===== config.mk =====
export PLATFORM = sky130hd
export DESIGN_NAME = osc_trim_wake_pll_limit
export DESIGN_NICKNAME = d
export VERILOG_FILES = /design/src/osc_wake_pkg.sv /design/src/osc_trim_wake_pll_limit.sv /design/src/trim_select.sv
export VERILOG_INCLUDE_DIRS = /design/src /design/src/src
export SDC_FILE = /design/constraint.sdc
export NUM_CORES = 1
export LEC_CHECK = 0
export BUFFER_PORTS_ARGS = -buffer_cell sky130_fd_sc_hd__buf_2
export CORE_AREA = 2 2 102 104
export DETAILED_ROUTE_END_ITERATION = 12
export DIE_AREA = 0 0 104 106
export PLACE_DENSITY = 0.77
export SYNTH_ARGS = -nofsm -noshare
export SYNTH_HDL_FRONTEND = slang
export SYNTH_SLANG_ARGS = --single-unit

===== constraint.sdc =====
create_clock -name clock -period 3.5 [get_ports clock]
set_input_delay 0.7 -clock clock [delete_from_list [all_inputs] [get_ports clock]]
set_output_delay 0.7 -clock clock [all_outputs]
set_load 0.05 [all_outputs]

===== src/osc_wake_defines.svh =====
// Constants for the trim, wake and multiplier ceiling register block.
// Assumes byte addresses on a 32-bit register port.
`ifndef OSC_WAKE_DEFINES_SVH
`define OSC_WAKE_DEFINES_SVH

`define ADDR_RC_TRIM_SELECT 32'h400E0510
`define ADDR_WAKE_ENABLE_SET 32'h400E0514
`define ADDR_WAKE_ENABLE_CLEAR 32'h400E0518
`define ADDR_WAKE_ENABLE_STATE 32'h400E051C
`define ADDR_PERIPHERAL_ACTIVITY_STATE 32'h400E0520
`define ADDR_PLL_MULTIPLIER_CEILING 32'h400E0530
`define ADDR_WRITE_PROTECT_MODE 32'h400E04E4

`define TRIM_LOW_LSB 0
`define TRIM_MID_LSB 8
`define TRIM_HIGH_LSB 16
`define TRIM_SEL_OFS 7
`define TRIM_RESET 32'h00000000
`define WAKE_MASK 32'h3FFFFF00
`define CEIL_WIDTH 11
`define CEIL_RESET 11'h7FF
`define WP_KEY 24'h504D43
`define ID_ASYNC_FIRST 8
`define ID_ASYNC_SECOND 9
`define ID_TWO_WIRE_FIRST 10

`endif


===== src/osc_wake_pkg.sv =====
// Types shared by the trim, wake and multiplier ceiling block.
// Assumes nothing beyond a SystemVerilog compiler.
package osc_wake_pkg;
  typedef logic [6:0] trim_t;
  typedef logic [31:0] word_t;
endpackage


===== src/osc_trim_wake_pll_limit.sv =====
// Oscillator trim selection, partial wake-up control and PLL multiplier ceiling.
// Assumes a single-cycle register port and peripherals that report activity and wake events.
//
// Overview of operation
// - Writes to trim, wake and ceiling registers ignored while protection is on.
// - Low trim uses user field when selected, else factory value.
// - Mid trim uses user field when selected, else factory value.
// - High trim uses user field when selected, else factory value.
// - Writing 1 to wake enable set arms wake-up; 0 leaves it alone.
// - Writing 1 to wake enable clear disarms wake-up; 0 does nothing.
// - Only two async serial ports and first two-wire port can wake.
// - Wake state reads 1 where wake-up is armed.
// - A detected wake condition clears that peripheral's wake state bit, unless a wake enable set write sets it in the same cycle.
// - Activity state reads 1 while a wake-capable peripheral is busy.
// - Activity bits of peripherals without wake-up always read 0.
// - Multiplier above ceiling is saturated to the ceiling.
// - Ceiling write cancelled while the multiplier is being saturated.
// - Ceiling write cancelled if new ceiling is below the multiplier.
// - Protection bit changes only with the correct 24-bit key.
//
// Chosen here: the plain strobed port.
`include "osc_wake_defines.svh"
`timescale 1ns/10ps
module osc_trim_wake_pll_limit #(
  parameter int MULT_WIDTH = `CEIL_WIDTH
) (
  // Clock and reset
  input wire logic clock,
  input wire logic reset,
  // Register port
  input wire logic [31:0] address,
  input wire logic [31:0] write_data,
  input wire logic write_strobe,
  input wire logic read_strobe,
  output osc_wake_pkg::word_t read_data,
  // Oscillator trim
  input wire osc_wake_pkg::trim_t factory_trim_low,
  input wire osc_wake_pkg::trim_t factory_trim_mid,
  input wire osc_wake_pkg::trim_t factory_trim_high,
  output osc_wake_pkg::trim_t trim_low_freq_applied,
  output osc_wake_pkg::trim_t trim_mid_freq_applied,
  output osc_wake_pkg::trim_t trim_high_freq_applied,
  // Peripheral wake-up
  input wire logic [31:0] peripheral_active,
  input wire logic [31:0] wake_detected,
  output logic [31:0] wake_armed,
  // PLL multiplier and write protection
  input wire logic [MULT_WIDTH-1:0] pll_multiplier,
  output logic [MULT_WIDTH-1:0] pll_multiplier_applied,
  output logic pll_mult_saturated,
  output logic write_protect_on
);

  //////////////////////////////////////////////////////////////////////////////
  // Decode

  localparam logic [31:0] WAKE_CAPABLE = (32'h00000001 << `ID_ASYNC_FIRST)
    | (32'h00000001 << `ID_ASYNC_SECOND) | (32'h00000001 << `ID_TWO_WIRE_FIRST);

  logic [31:0] rc_trim_select;
  logic [MULT_WIDTH-1:0] pll_mult_ceiling;
  logic wr_trim;
  logic wr_set;
  logic wr_clear;
  logic wr_ceiling;
  logic wr_protect;
  logic [MULT_WIDTH-1:0] new_ceiling;
  logic [31:0] next_wake;
  logic [31:0] activity;
  logic [31:0] next_read_data;
  logic key_match;
  logic ceiling_cancel;

  always_comb begin
    wr_protect = write_strobe && address == `ADDR_WRITE_PROTECT_MODE;
    // Protected registers drop writes silently while protection is on
    wr_trim = write_strobe && !write_protect_on
      && address == `ADDR_RC_TRIM_SELECT;
    wr_set = write_strobe && !write_protect_on
      && address == `ADDR_WAKE_ENABLE_SET;
    wr_clear = write_strobe && !write_protect_on
      && address == `ADDR_WAKE_ENABLE_CLEAR;
    wr_ceiling = write_strobe && !write_protect_on
      && address == `ADDR_PLL_MULTIPLIER_CEILING;
    new_ceiling = write_data[MULT_WIDTH-1:0];
    key_match = write_data[31:8] == `WP_KEY;
  end

  //////////////////////////////////////////////////////////////////////////////
  // Write protection

  always_ff @(posedge clock or posedge reset) begin
    if (reset) begin
      write_protect_on <= 1'b0;
    end else if (wr_protect && key_match) begin
      write_protect_on <= write_data[0];
    end
  end

  // Only a keyed write may move the protection bit
  key_guard_a: assert property (@(posedge clock) disable iff (reset)
    (wr_protect && write_data[31:8] != `WP_KEY) |=> $stable(write_protect_on))
    else $error("protection changed without key");
  key_take_a: assert property (@(posedge clock) disable iff (reset)
    (wr_protect && write_data[31:8] == `WP_KEY) |=> write_protect_on == $past(write_data[0]))
    else $error("keyed protection write lost");
  protect_blocks_a: assert property (@(posedge clock) disable iff (reset)
    (write_protect_on && write_strobe) |=> $stable(rc_trim_select) && $stable(pll_mult_ceiling))
    else $error("protected register changed");
  protect_wake_a: assert property (@(posedge clock) disable iff (reset)
    (write_protect_on && write_strobe && wake_detected == 32'h00000000) |=> $stable(wake_armed))
    else $error("protected wake state changed");

  //////////////////////////////////////////////////////////////////////////////
  // Oscillator trim

  always_ff @(posedge clock or posedge reset) begin
    if (reset) begin
      rc_trim_select <= `TRIM_RESET;
    end else if (wr_trim) begin
      rc_trim_select <= {8'h00, write_data[23:0]};
    end
  end

  trim_select u_trim_low (
    .use_user(rc_trim_select[`TRIM_LOW_LSB + `TRIM_SEL_OFS]),
    .user_trim(rc_trim_select[`TRIM_LOW_LSB +: 7]),
    .factory_trim(factory_trim_low),
    .applied(trim_low_freq_applied)
  );

  trim_select u_trim_mid (
    .use_user(rc_trim_select[`TRIM_MID_LSB + `TRIM_SEL_OFS]),
    .user_trim(rc_trim_select[`TRIM_MID_LSB +: 7]),
    .factory_trim(factory_trim_mid),
    .applied(trim_mid_freq_applied)
  );

  trim_select u_trim_high (
    .use_user(rc_trim_select[`TRIM_HIGH_LSB + `TRIM_SEL_OFS]),
    .user_trim(rc_trim_select[`TRIM_HIGH_LSB +: 7]),
    .factory_trim(factory_trim_high),
    .applied(trim_high_freq_applied)
  );

  // Each applied trim follows its own select bit and nothing else
  trim_low_a: assert property (@(posedge clock) disable iff (reset)
    trim_low_freq_applied == (rc_trim_select[7] ? rc_trim_select[6:0] : factory_trim_low))
    else $error("low trim wrong");
  trim_mid_a: assert property (@(posedge clock) disable iff (reset)
    trim_mid_freq_applied == (rc_trim_select[15] ? rc_trim_select[14:8] : factory_trim_mid))
    else $error("mid trim wrong");
  trim_high_a: assert property (@(posedge clock) disable iff (reset)
    trim_high_freq_applied == (rc_trim_select[23] ? rc_trim_select[22:16] : factory_trim_high))
    else $error("high trim wrong");
  trim_top_a: assert property (@(posedge clock) disable iff (reset)
    rc_trim_select[31:24] == 8'h00)
    else $error("reserved trim bits set");
  trim_write_a: assert property (@(posedge clock) disable iff (reset)
    wr_trim |=> rc_trim_select == {8'h00, $past(write_data[23:0])})
    else $error("trim write not stored");

  //////////////////////////////////////////////////////////////////////////////
  // Partial wake-up

  // Only one strobe per cycle, so the write seen this cycle is the later one
  always_comb begin
    next_wake = wake_armed;
    next_wake = next_wake & ~wake_detected;
    if (wr_set) begin
      next_wake = next_wake | write_data;
    end
    if (wr_clear) begin
      next_wake = next_wake & ~write_data;
    end
    next_wake = next_wake & WAKE_CAPABLE & `WAKE_MASK;
  end

  always_ff @(posedge clock or posedge reset) begin
    if (reset) begin
      wake_armed <= 32'h00000000;
    end else begin
      wake_armed <= next_wake;
    end
  end

  assign activity = peripheral_active & WAKE_CAPABLE;

  // Written ones act, written zeros leave every other bit as it was
  wake_set_a: assert property (@(posedge clock) disable iff (reset)
    (wr_set && write_data[`ID_ASYNC_FIRST] && !wake_detected[`ID_ASYNC_FIRST])
    |=> wake_armed[`ID_ASYNC_FIRST])
    else $error("wake enable lost");
  wake_keep_a: assert property (@(posedge clock) disable iff (reset)
    (wr_set && wake_detected == 32'h00000000)
    |=> (wake_armed & ~$past(write_data)) == ($past(wake_armed) & ~$past(write_data)))
    else $error("wake enable touched a zero bit");
  wake_clear_a: assert property (@(posedge clock) disable iff (reset)
    wr_clear |=> (wake_armed & $past(write_data)) == 32'h00000000)
    else $error("wake disable lost");
  clear_keep_a: assert property (@(posedge clock) disable iff (reset)
    (wr_clear && wake_detected == 32'h00000000)
    |=> (wake_armed | $past(write_data)) == ($past(wake_armed) | $past(write_data)))
    else $error("wake disable touched a zero bit");
  wake_capable_a: assert property (@(posedge clock) disable iff (reset)
    (wake_armed & ~WAKE_CAPABLE) == 32'h00000000)
    else $error("wake bit on incapable peripheral");
  wake_reserved_a: assert property (@(posedge clock) disable iff (reset)
    (wake_armed & ~`WAKE_MASK) == 32'h00000000)
    else $error("reserved wake bit set");
  wake_event_a: assert property (@(posedge clock) disable iff (reset)
    (wake_detected != 32'h00000000 && !wr_set)
    |=> (wake_armed & $past(wake_detected)) == 32'h00000000)
    else $error("wake event did not clear");

  //////////////////////////////////////////////////////////////////////////////
  // PLL multiplier ceiling

  assign pll_mult_saturated = pll_multiplier > pll_mult_ceiling;
  assign pll_multiplier_applied = pll_mult_saturated ? pll_mult_ceiling
    : pll_multiplier;
  // Either case keeps the old ceiling; a lower one would cut a running multiplier
  assign ceiling_cancel = pll_mult_saturated
    || (new_ceiling < pll_multiplier);

  always_ff @(posedge clock or posedge reset) begin
    if (reset) begin
      pll_mult_ceiling <= MULT_WIDTH'(`CEIL_RESET);
    end else if (wr_ceiling && !ceiling_cancel) begin
      pll_mult_ceiling <= new_ceiling;
    end
  end

  saturate_out_a: assert property (@(posedge clock) disable iff (reset)
    pll_multiplier_applied <= pll_mult_ceiling)
    else $error("multiplier above ceiling");
  saturate_pass_a: assert property (@(posedge clock) disable iff (reset)
    (pll_multiplier <= pll_mult_ceiling) |-> pll_multiplier_applied == pll_multiplier)
    else $error("multiplier altered below ceiling");
  ceiling_cancel_a: assert property (@(posedge clock) disable iff (reset)
    (wr_ceiling && new_ceiling < pll_multiplier) |=> $stable(pll_mult_ceiling))
    else $error("ceiling write not cancelled");
  sat_cancel_a: assert property (@(posedge clock) disable iff (reset)
    (wr_ceiling && pll_multiplier > pll_mult_ceiling) |=> $stable(pll_mult_ceiling))
    else $error("ceiling moved while saturating");
  ceiling_take_a: assert property (@(posedge clock) disable iff (reset)
    (wr_ceiling && pll_multiplier <= pll_mult_ceiling && new_ceiling >= pll_multiplier)
    |=> pll_mult_ceiling == $past(new_ceiling))
    else $error("legal ceiling write lost");

  //////////////////////////////////////////////////////////////////////////////
  // Read back

  always_comb begin
    next_read_data = 32'h00000000;
    if (read_strobe) begin
      unique case (address)
        `ADDR_RC_TRIM_SELECT: next_read_data = rc_trim_select;
        `ADDR_WAKE_ENABLE_STATE: next_read_data = wake_armed;
        `ADDR_PERIPHERAL_ACTIVITY_STATE: next_read_data = activity;
        `ADDR_PLL_MULTIPLIER_CEILING:
          next_read_data = {{(32-MULT_WIDTH){1'b0}}, pll_mult_ceiling};
        // Key field always reads zero
        `ADDR_WRITE_PROTECT_MODE: next_read_data = {31'h00000000, write_protect_on};
        default: next_read_data = 32'h00000000;
      endcase
    end
  end

  // Zero outside the answer cycle, so a late sample never sees stale data
  always_ff @(posedge clock or posedge reset) begin
    if (reset) begin
      read_data <= 32'h00000000;
    end else begin
      read_data <= next_read_data;
    end
  end

  read_zero_a: assert property (@(posedge clock) disable iff (reset)
    (read_strobe && address == `ADDR_WAKE_ENABLE_SET) |=> read_data == 32'h00000000)
    else $error("write-only register read nonzero");
  read_state_a: assert property (@(posedge clock) disable iff (reset)
    (read_strobe && address == `ADDR_WAKE_ENABLE_STATE) |=> read_data == $past(wake_armed))
    else $error("wake state read wrong");
  read_activity_a: assert property (@(posedge clock) disable iff (reset)
    (read_strobe && address == `ADDR_PERIPHERAL_ACTIVITY_STATE)
    |=> read_data == ($past(peripheral_active) & WAKE_CAPABLE))
    else $error("activity read wrong");
  activity_zero_a: assert property (@(posedge clock) disable iff (reset)
    (read_strobe && address == `ADDR_PERIPHERAL_ACTIVITY_STATE)
    |=> (read_data & ~WAKE_CAPABLE) == 32'h00000000)
    else $error("activity bit on incapable peripheral");
  trim_read_a: assert property (@(posedge clock) disable iff (reset)
    (read_strobe && address == `ADDR_RC_TRIM_SELECT) |=> read_data == $past(rc_trim_select))
    else $error("trim read wrong");
  protect_read_a: assert property (@(posedge clock) disable iff (reset)
    (read_strobe && address == `ADDR_WRITE_PROTECT_MODE)
    |=> read_data == {31'h00000000, $past(write_protect_on)})
    else $error("protection read wrong");

  //////////////////////////////////////////////////////////////////////////////
  // Checks

  // Main scenarios that the bench is expected to reach
  arm_cover: cover property (@(posedge clock) disable iff (reset) wr_set ##1 wake_armed != 0);
  wake_cover: cover property (@(posedge clock) disable iff (reset)
    (wake_armed != 0) ##1 (wake_armed == 0));
  sat_cover: cover property (@(posedge clock) disable iff (reset) pll_mult_saturated);
  cancel_cover: cover property (@(posedge clock) disable iff (reset)
    wr_ceiling && ceiling_cancel);
  lock_cover: cover property (@(posedge clock) disable iff (reset)
    write_protect_on && write_strobe);

endmodule


===== src/trim_select.sv =====
// One trim selector: user field or factory value.
// Assumes the factory value is a stable input.
`timescale 1ns/10ps
module trim_select (
  // Choice
  input wire logic use_user,
  input wire osc_wake_pkg::trim_t user_trim,
  input wire osc_wake_pkg::trim_t factory_trim,
  // Result
  output osc_wake_pkg::trim_t applied
);
  assign applied = use_user ? user_trim : factory_trim;
endmodule


Word level (Yosys, flattened, before mapping) --
Index checks and enable logic that the tools add are counted.
Storage, ports and cells: bits in registers 71, bits of input ports 164, output and inout bits 98, logic and storage cells 39
Operators by class: magnitude comparators 2, eq/ne operators 8, multiplexer cells 8, bitwise operators 5, reduce and logical (&&, ||, !) cells 11
Operators with widths (count):
- $eq A32 B31 Y1 const B | 7
- $pmux W24 S5 | 1
- $mux W11 | 3
- $eq A24 B23 Y1 const B | 1
- $mux W24 | 1
- $and A11 B11 Y11 | 2
- $not A11 Y11 | 2
- $mux W7 | 3
- $gt A11 B11 Y1 | 1
- $lt A11 B11 Y1 | 1
- $or A11 B11 Y11 | 1
- $logic_and A1 B1 Y1 | 8
- $logic_not A1 Y1 | 2
- $logic_or A1 B1 Y1 | 1

Depth between registers and ports, before layout --
Gate-level depths: netlist (run 1).
word-level depth 6, gate-level depth with buffers 9, gate-level depth less buffers 8

Cells and area by module --
From an unflattened synthesis (run 1), not the netlist that was laid out.
Second synthesis, totals: cell total of the unflattened synthesis 364, area, all modules 4105.2 um^2
By module, submodules not included:
- osc_trim_wake_pll_limit | instances 1, cells an instance 340, area each 3756.1 um^2, seq. area each 1590.3 um^2
- trim_select | instances 3, cells an instance 8, area each 116.4 um^2, seq. area each 0.0 um^2

Worst setup path before layout (run 1) --
OpenSTA, ideal clock, no wires.
path kind input to output, start point input port pll_multiplier[8], end point output port pll_multiplier_applied[1], arrival 3296 ps, required time 2800 ps, setup slack -496 ps, stages 7, path buffers 1, cell sequence ha_1 -> a211oi_1 -> o21bai_1 -> a211oi_1 -> a41oi_1 -> clkbuf_1 -> o21ai_0
Between the ends: cells in the longest elaborated chain, start to end 2
RTL lines:
- start: declaration | line osc_trim_wake_pll_limit.sv:48 | input wire logic [MULT_WIDTH-1:0] pll_multiplier,
- $gt A11 B11 Y1 | line osc_trim_wake_pll_limit.sv:219 | assign pll_mult_saturated = pll_multiplier > pll_mult_ceiling;
- net pll_mult_saturated | line osc_trim_wake_pll_limit.sv:50 | output logic pll_mult_saturated,
- $mux W11 | line osc_trim_wake_pll_limit.sv:220 | assign pll_multiplier_applied = pll_mult_saturated ? pll_mult_ceiling
- end: declaration | line osc_trim_wake_pll_limit.sv:49 | output logic [MULT_WIDTH-1:0] pll_multiplier_applied,
The timed path passes the listed nets, and every way through them passes these cells.

Worst setup path in the final report (run 1) --
start point register pll_mult_ceiling[6], end point output port pll_multiplier_applied[4]
Between the ends: cells in the longest elaborated chain, start to end 2
RTL lines:
- start: declaration | line osc_trim_wake_pll_limit.sv:61 | logic [MULT_WIDTH-1:0] pll_mult_ceiling;
- start signal: assignment | line osc_trim_wake_pll_limit.sv:228 | pll_mult_ceiling <= MULT_WIDTH'(`CEIL_RESET);
- start signal: assignment | line osc_trim_wake_pll_limit.sv:230 | pll_mult_ceiling <= new_ceiling;
- $gt A11 B11 Y1 | line osc_trim_wake_pll_limit.sv:219
- $mux W11 | line osc_trim_wake_pll_limit.sv:220
No other way between the ends.

==> summary.txt, run 1 <==
GRT
  – M3 GR Usage: between 5 and 6%
  – Total Routing Usage GR: between 10% and 20%
  – First-pass GRT wire length: between 15 and 20 mm
  – Initial antenna violation count: 1
  – Largest net degree at the start of global routing: 31
  – Gr ovfl total: 0
  – Vias in the first global route: around 3.4k
  – GR Util met2: 34.2%
  – Met1 Resource Use GR: 20.6%
  – GR peak layer: met2

CTS
  – Clock buffer depth: 2
  – # hold bufs at CTS: 0
  – Worst skew pair latency: about 0.34 ns
  – TritonCTS clock tree: built
  – CTS Sinks: 63
  – Total CTS buffers: 9
  – CTS root buffer: clkbuf_8
  – Worst-path clk slew: roughly 0.080 ns
  – CTS H-Tree Depth: 3

Cells and area
  – # diodes: 0
  – Area Overhead vs Synth: 31.5%
  – Final instance area: approximately 5200 sq um
  – Layout cells sized above 1: a little under half
  – Final core area utilization: 52.2%
  – Nets: 735
  – Fillers: between 900 and 1k
  – Area of the multi-input gates: about 2200 sq um
  – Non-filler cells, final: 691
  – Sequential Area: roughly 1600 sq um

Floorplanning
  – Height of the chip: roughly 110 um
  – Row cnt: 37
  – Area of the die: approximately 11000 sq um
  – I/O pins: 262
  – Core area: approximately 10000 sq um
  – Die width: 104 um
  – Initial Util: 39.7%

Logic synthesis
  – Synth Warn #: 0
  – Post-synth EDFFs: 0
  – #FFs+latches synth: 63
  – Async set or reset register ratio after synthesis: between 90% and 100%
  – Ys flop type: dfrtp_1
  – Area of the mapped netlist: 3970 sq um
  – Sequential share of the synthesized area: ~40%
  – Unique cell type count in the Yosys netlist: 51
  – Avg Inst Size Synth: between 10 and 15 sq um
  – Syn Inst Count: 369

Route
  – DR iter-0 viols: between 100 and 150
  – Detailed-route vias per instance: a little under 5
  – Per-cell routed wire length: 15.9 um
  – DRC: 0
  – Final ANT Viol Nets: 0
  – Drt pass-1 iters: 4
  – DR vias: between 3k and 4k
  – Routed wire length: roughly 11 mm

Worst setup path
  – Critical Path Fanout Max: 6
  – Critical Path RT: between 2 and 3 ns
  – Crit Path Category: flip-flop to output port
  – Arr. time, crit path: between 2 and 3 ns
  – Startpoint types: flip-flop
  – Endpoint class of the critical path: output port

Pwr
  – Worst vdd ir: between 0.15 and 0.2 mV
  – Pwr/cell area: around 350 nW/um^2
  – Total Power: 1810 uW
  – Leak Pwr: 0.00276 uW

Placed design
  – Placed cells: ~670
  – GPL Wtd Cong: 0.826
  – Area after DPL: between 4000 and 5000 sq um
  – Detailed Place HPWL: roughly 8.4 mm
  – Input/output buffers: approximately 170

STA
  – Final period util: approximately 99%
  – Max-slew violations: 0
  – Final Setup Violations: 0
  – WHS: about 0.43 ns
  – Least-Margin Pin Slew: just over 0.6 ns
  – Fmax: about 290 MHz
  – Final hold viol count: 0
  – Min Clock Period, post-route: between 3 and 4 ns
  – Slew HR: roughly three fifths
  – Clk_skew: 0.0125 ns

Flow run
  – Max-Cap Viols: 0

Min path
  – Worst Hold Class: input port to asynchronous set/reset pin

Status
  – Status: finished, final reports clean
layer usage:
metal | wire (um) | share of wire, %
met4 | 235 | 2.1
met5 | 19 | 0.17
met1 | 4250 | 39
met3 | 666 | 6.0
met2 | 5840 | 53
flip-flops by register name, summed over array words and instances, names as in the netlist:
register,flops
read_data,24
rc_trim_select,24
write_protect_on,1
wake_armed,3
pll_mult_ceiling,11
critical path, cell delays in order, from the launching register on:
cell and delay [ns]:
dfstp_2 0.56, inv_1 0.05, ha_1 0.31, nand4_1 0.21, a211oi_2 0.32, a211oi_2 0.07, buf_4 0.18, a41oi_4 0.32
buf_12 0.16, o21ai_1 0.05, clkbuf_4 0.21
placed cells by master, fill, tap and decap left out, types with 5 or more instances in the layout:
| master | count |
|---|---|
| buf_4 | 18 |
| nand2b_1 | 5 |
| inv_1 | 27 |
| nand2_1 | 20 |
| a22oi_1 | 10 |
| clkbuf_8 | 9 |
| o21ai_0 | 5 |
| a31oi_1 | 5 |
| a21oi_1 | 6 |
| mux2_1 | 20 |
| dfrtp_1 | 52 |
| mux2_2 | 26 |
| mux2_4 | 9 |
| buf_2 | 159 |
| a22o_1 | 6 |
| ha_1 | 20 |
| nor2_1 | 14 |
| and3_1 | 14 |
| o21ai_1 | 9 |
| nand4_1 | 5 |
| dfstp_2 | 11 |
| conb_1 | 37 |
worst paths after layout:
| kind | to | cells past startpoint | from | slack [ns] |
|---|---|---|---|---|
| setup / recovery | pll_multiplier_applied[4] | 10 | pll_mult_ceiling[6] | 0.02 |
| hold / removal | read_data[19] | 2 | reset | 0.43 |
| setup reg to reg | pll_mult_ceiling[4] | 10 | pll_mult_ceiling[10] | 0.47 |
| hold reg to reg | rc_trim_select[3] | 1 | rc_trim_select[3] | 0.52 |
| max in group asynchronous | wake_armed[8] | 3 | reset | 2.32 |
| min in group clock | rc_trim_select[3] | 1 | rc_trim_select[3] | 0.52 |
synthesized netlist by cell type, types with 2 or more instances:
library cell   n  area [sq um]
a211oi_1       4          30.0
a21oi_1        6          30.0
a22o_1         6          52.6
a22oi_1       10          75.1
a31oi_1        5          31.3
and3_1        14          87.6
buf_4         38           285
buf_6          2          22.5
clkbuf_1       9          33.8
dfrtp_1       52          1300
dfstp_2       11           289
ha_1          21           263
inv_1         28           105
mux2_1        20           225
mux2_2        26           293
mux2_4         9           135
mux2i_1        2          20.0
nand2_1       20          75.1
nand2b_1       5          31.3
nand3_1        4          20.0
nand3b_1       4          30.0
nand4_1        5          31.3
nor2_1        15          56.3
nor2b_1        3          18.8
nor3b_1        3          22.5
nor4_1         3          18.8
nor4_4         3          63.8
o21ai_0       15          75.1
o2bb2a_1       3          30.0
or4_1          2          15.0
cell families after synthesis:
logic type | Yosys count | share of synthesized area [%]
other | 1 | 0.0945
AOI/OAI and AO/OA | 56 | 9.56
buffers and inverters | 78 | 11.4
DFF | 63 | 40.1
muxes | 57 | 17.0
adders and majority gates | 21 | 6.62
and+or+nand+nor | 93 | 15.3
timing repair:
item                                    CTS  global route
resized for setup                         4            19
cloned                                    1             1
endpoints found under the setup margin   11            12
pin swaps                                 0             4
buffers inserted                          0             4
final cells by class:
type                       instances  area share, %
sequential                        63           30.5
multi-input combinational        266           41.3
tap                              136           3.26
timing repair buffer             182           19.0
clock inverter                     5           1.44
clock buffer                      11           2.52
inverter                          28           2.01
metrics by stage:
step / setup slack [ns] / setup TNS, ns
5_1_grt: -0.113 / -0.871
3_3_place_gp: -0.0151 / -0.0391
6_report: 0.0182 / 0
2_1_floorplan: -0.149 / -1.35
3_5_place_dp: -0.205 / -1.38
4_1_cts: 0.0253 / 0
where the power goes:
part	switching, uW	internal (uW)
clock network	272	398
registers	0	728
logic	289	121
total	561	1250
Note: power is estimated with default switching activity, not from simulation.
==> run 2, diff against run 1 <==
CORE_AREA = unset   (was 2 2 102 104)
CORE_UTILIZATION = 39   (was unset)
DIE_AREA = unset   (was 0 0 104 106)
PLACE_DENSITY = 0.78   (was 0.77)
clock period = 3.2 ns   (was 3.5 ns; I/O delays follow)
==> summary.txt, run 2 (synthesis gave the netlist of run 1 again) <==
Pwr
  – Worst vdd ir: ~0.2 mV
  – Pwr/cell area: approximately 360 nW/um^2
  – Leak Pwr: 0.00278 uW

CTS
  – TritonCTS clock tree: built
  – Worst-path clk slew: 0.07 ns
  – Clock buffer depth: 2
  – Total CTS buffers: 9
  – CTS root buffer: clkbuf_8
  – CTS Sinks: 63
  – # hold bufs at CTS: 0
  – CTS H-Tree Depth: 3
  – Worst skew pair latency: approximately 0.33 ns

STA
  – Max-slew violations: 0
  – Least-Margin Pin Slew: ~1.0 ns
  – Final Setup Violations: 0
  – Final hold viol count: 0
  – Fmax: between 300 and 400 MHz
  – WHS: 0.528 ns
  – Final period util: a little over nine tenths
  – Final setup margin: between 0.07 and 0.08 ns
  – Min Clock Period, post-route: about 3.1 ns
  – RSZ-0062 raised after global routing: true
  – Slew HR: about 33%
  – Clk_skew: roughly 0.0053 ns

Placed design
  – Place WS: between 0.1 and 0.15 ns
  – Detailed Place HPWL: ~8.2 mm
  – Area after DPL: 4850 sq um
  – GPL Wtd Cong: around 0.8
  – Input/output buffers: between 150 and 200

Cells and area
  – # diodes: 0
  – Fillers: a little under 900
  – Layout cells sized above 1: between 50% and 60%
  – Final instance area: roughly 5300 sq um
  – Largest regs: rc_trim_select: 24 flops, read_data: 24 flops, pll_mult_ceiling: 11 flops
  – Final core area utilization: 54.1%
  – Commonest non-fill, non-tap cell in the layout: buf_2
  – Nets: 734
  – Area Overhead vs Synth: 33.9%
  – Most frequent cells in the layout: buf_2, dfrtp_1, conb_1, mux2_2, inv_1

GRT
  – Gr ovfl total: 0
  – Total Routing Usage GR: between 10% and 20%
  – Vias in the first global route: between 3k and 4k
  – Initial antenna violation count: 0
  – Largest net degree at the start of global routing: 50
  – First-pass GRT wire length: ~15 mm

Worst setup path
  – Arr. time, crit path: approximately 2.5 ns
  – R2R Path Start: pll_mult_ceiling[9]
  – Worst Setup EP: pll_multiplier_applied[8]
  – Critical path origin: pll_mult_ceiling[5]
  – R2R Path End: pll_mult_ceiling[9]
  – Critical Path RT: 2.56 ns
  – Length in cells of the worst reg-to-reg path: 12
  – Crit Path Category: flip-flop to output port
  – Startpoint types: flip-flop
  – Critical Path Fanout Max: 6
  – FF-to-FF setup slack: around 0.38 ns
  – Endpoint class of the critical path: output port
  – Crit path top cell by count: buf_6
  – Worst path max stage delay: between 0.5 and 0.6 ns
  – CP max-delay cell: dfstp_2
  – Cell-by-cell trace of the critical path: inv_2 -> ha_4 -> nand4_1 -> a211oi_2 -> a211oi_2 -> a41oi_2 -> buf_6 -> buf_6 -> o21ai_2 -> buf_6

Status
  – Status: finished, final reports clean

Route
  – Final ANT Viol Nets: 0
  – DRC: 0
  – Routed wire length: around 11 mm
  – Per-cell routed wire length: roughly 16 um
  – DR iter-0 viols: 62
  – Drt pass-1 iters: 4
  – Detailed-route vias per instance: roughly 5
  – DR vias: roughly 3.4k

Floorplanning
  – Die width: 103 um
  – Row cnt: 36
  – Area of the die: 10600 sq um
  – Height of the chip: approximately 100 um
  – Core area: a little under 10000 sq um
  – I/O pins: between 200 and 300
  – Initial Util: slightly above 40%

Min path
  – Worst Hold Class: flip-flop to flip-flop
  – Hold_sp: rc_trim_select[20]

Flow run
  – Max-Cap Viols: 0
## run 2: changes by cell type in the layout (fill, tap and decap cells not counted), sizes merged
cell      previous run  this run
clkbuf              12        10
clkinv               3         4
bufinv               2         1
buf                181       183
clkinvlp             0         1
a41oi                3         1
## run 2: worst min path at each step
stage	to	slack (ns)	cells past startpoint
6_report	rc_trim_select[20]	0.53	1
5_1_grt	rc_trim_select[12]	0.54	2
4_1_cts	rc_trim_select[20]	0.53	1
3_5_place_dp	rc_trim_select[20]	0.51	1
3_3_place_gp	read_data[22]	0.50	1
2_1_floorplan	rc_trim_select[11]	0.47	1
## run 2: metal layers
metal  track usage, %  vias up  share of wire (%)
li1                 -     1606                  -
met1             22.5     1649                 41
met2             34.6      154                 52
met3             4.34       16                5.8
met4             6.61        0                1.6
met5                0        -                  0
## run 2: worst max-delay path, delay by kind of cell, from the launching register on
family / cells / cell delay [ns]
adders and majority gates: 1 / 0.26
DFF: 1 / 0.57
buffers and inverters: 4 / 0.49
AOI/OAI and AO/OA: 4 / 0.67
and+or+nand+nor: 1 / 0.16
## run 2: final cells by class
| cell class | count | area (sq um) | area share, % |
|---|---|---|---|
| Timing Repair Buffer | 183 | 1030 | 19.4 |
| Sequential cell | 63 | 1590 | 29.9 |
| Tap cell | 133 | 166 | 3.13 |
| Clock buffer | 10 | 128 | 2.40 |
| Clock inverter | 6 | 61.3 | 1.15 |
| Multi-Input combinational cell | 264 | 2230 | 41.9 |
| Inverter | 28 | 105 | 1.98 |
## run 2: timing repair
action                                  in CTS  in global routing
endpoints found under the setup margin      11                 12
pin swaps                                    0                  6
setup buffers                                0                  7
gates resized for setup                     16                 34
cloned                                       0                  1
## run 2: per-stage QoR
step | std cells | power (uW) | setup TNS, ns
floorplan | 405 | 1130 | -0.701
global placement | 663 | 1220 | 0
detailed placement | 663 | 1230 | 0
CTS | 679 | 1910 | 0
global route | 687 | 2000 | -0.462
finish | 687 | 1910 | 0
## run 2: where the power goes
group          switching [uW]  internal (uW)  leakage (uW)
Clock                     307            357     0.0000960
Combinational             314            139       0.00185
Sequential                  0            797      0.000835
==> run 3, diff against run 2 <==
CTS_BUF_LIST = sky130_fd_sc_hd__clkbuf_16   (was unset)
==> summary.txt, run 3 (synthesis gave the netlist of run 1 again) <==
Worst setup path
  – Crit path top cell by count: buf_6
  – Worst path max stage delay: 0.56 ns
  – Startpoint types: flip-flop
  – Critical Path Fanout Max: 6
  – Endpoint class of the critical path: output port
  – Crit Path Category: flip-flop to output port
  – Critical Path RT: approximately 2.6 ns
  – FF-to-FF setup slack: ~0.36 ns
  – CP max-delay cell: dfstp_2
  – Arr. time, crit path: ~2.5 ns
  – Cell-by-cell trace of the critical path: inv_2 -> ha_4 -> nand4_1 -> a211oi_2 -> a211oi_2 -> a41oi_2 -> buf_6 -> buf_6 -> o21ai_2 -> buf_6

Route
  – DR iter-0 viols: 100
  – Routed wire length: 10.7 mm
  – Drt pass-1 iters: 4
  – DR vias: 3404
  – Per-cell routed wire length: about 16 um
  – Final ANT Viol Nets: 0
  – DRC: 0
  – Detailed-route vias per instance: slightly below 5

Placed design
  – Detailed Place HPWL: about 8 mm
  – Area after DPL: between 4000 and 5000 sq um
  – Place WS: around 0.10 ns
  – GPL Wtd Cong: about 0.8
  – Input/output buffers: approximately 170

Cells and area
  – Largest regs: rc_trim_select: 24 flops, read_data: 24 flops, pll_mult_ceiling: 11 flops
  – Final instance area: between 5000 and 6000 sq um
  – Commonest non-fill, non-tap cell in the layout: buf_2
  – Final core area utilization: approximately 55%
  – Most frequent cells in the layout: buf_2, dfrtp_1, conb_1, mux2_2, inv_1
  – Sequential Area: 1590 sq um
  – Area of the multi-input gates: approximately 2200 sq um
  – # diodes: 0
  – Area Overhead vs Synth: 36.3%
  – Fillers: 871
  – Layout cells sized above 1: between 50% and 60%
  – Nets: roughly 730

STA
  – Final setup margin: around 0.11 ns
  – Final hold viol count: 0
  – Final period util: 96.5%
  – Clk_skew: between 0.008 and 0.009 ns
  – Least-Margin Pin Slew: 0.998 ns
  – Max-slew violations: 0
  – Post-route setup TNS: 0 ns
  – Slew HR: 33.4%
  – Final Setup Violations: 0
  – Fmax: about 320 MHz
  – Min Clock Period, post-route: slightly above 3 ns
  – RSZ-0062 raised after global routing: true

CTS
  – CTS H-Tree Depth: 3
  – Clock buffer depth: 2
  – Worst-path clk slew: roughly 0.050 ns
  – Worst skew pair latency: 0.32 ns
  – Total CTS buffers: 9
  – CTS Sinks: between 60 and 70
  – TritonCTS clock tree: built
  – # hold bufs at CTS: 0
  – CTS root buffer: clkbuf_16

GRT
  – Largest net degree at the start of global routing: 50
  – Initial antenna violation count: 0
  – Gr ovfl total: 0
  – First-pass GRT wire length: ~15 mm
  – Vias in the first global route: 3128
  – Total Routing Usage GR: 19.0%

Floorplanning
  – Row cnt: 36
  – Die width: between 100 and 150 um
  – Core area: around 9800 sq um
  – Area of the die: about 11000 sq um
  – I/O pins: ~260
  – Height of the chip: slightly above 100 um
  – Initial Util: ~40%

Status
  – Status: finished, final reports clean

Flow run
  – Max-Cap Viols: 0

Pwr
  – Pwr/cell area: 403 nW/um^2
  – Leak Pwr: ~0.0028 uW
  – Worst vdd ir: about 0.25 mV

Min path
  – Worst Hold Class: flip-flop to flip-flop
==> run 3: cell types whose count changed in the layout (fill, tap and decap cells not counted), sizes merged <==
cell    change
clkbuf      -1
inv         +1
==> run 3: metal layers <==
layer	part of all wire [%]	routed length [um]	GRT usage (%)
met5	0	0	0
met3	5.8	624	4.54
met2	52	5590	34.4
met1	41	4370	22.4
met4	1.4	154	5.09
==> run 3: final timing paths <==
| kind | endpoint | start | cells after the start |
|---|---|---|---|
| worst max-delay path | pll_multiplier_applied[8] | pll_mult_ceiling[5] | 10 |
| worst min-delay path | rc_trim_select[20] | rc_trim_select[20] | 1 |
| worst max register to register | pll_mult_ceiling[9] | pll_mult_ceiling[1] | 12 |
| worst min register to register | rc_trim_select[20] | rc_trim_select[20] | 1 |
| max in group asynchronous | pll_mult_ceiling[10] | reset | 3 |
| min in group asynchronous | read_data[16] | reset | 2 |
==> run 3: stage by stage <==
stage          total power [uW]  hold slack (ns)  instances
2_1_floorplan              1130            0.473        405
3_3_place_gp               1220            0.503        663
3_5_place_dp               1230            0.513        663
4_1_cts                    2170            0.525        679
5_1_grt                    2270            0.534        687
6_report                   2180            0.524        687
==> run 3: critical path, delay by kind of cell, from the launching register on <==
family	cells	cell delay [ns]
AOI/OAI and AO/OA	4	0.68
DFF	1	0.56
buffers and inverters	4	0.49
adders and majority gates	1	0.26
and+or+nand+nor	1	0.15
==> run 3: repair_timing <==
action	in CTS	in global routing
cloned	0	1
gates resized for setup	7	44
hold endpoints to repair	0	0
pin swaps	0	6
endpoints found under the setup margin	11	12
setup buffers	0	7
==> run 3: area by class of cell <==
type	instances	area share (%)
Multi-Input combinational cell	264	41.1
Tap cell	133	3.08
Clock inverter	7	1.20
Clock buffer	9	4.17
Sequential cell	63	29.4
Inverter	28	1.94
Timing Repair Buffer	183	19.1
==> run 3: power breakdown <==
| group | switching, uW | leakage (uW) | internal [uW] |
|---|---|---|---|
| Sequential | 0 | 0.000835 | 798 |
| Clock | 334 | 0.000146 | 596 |
| Combinational | 314 | 0.00185 | 139 |
| Total | 648 | 0.00283 | 1530 |
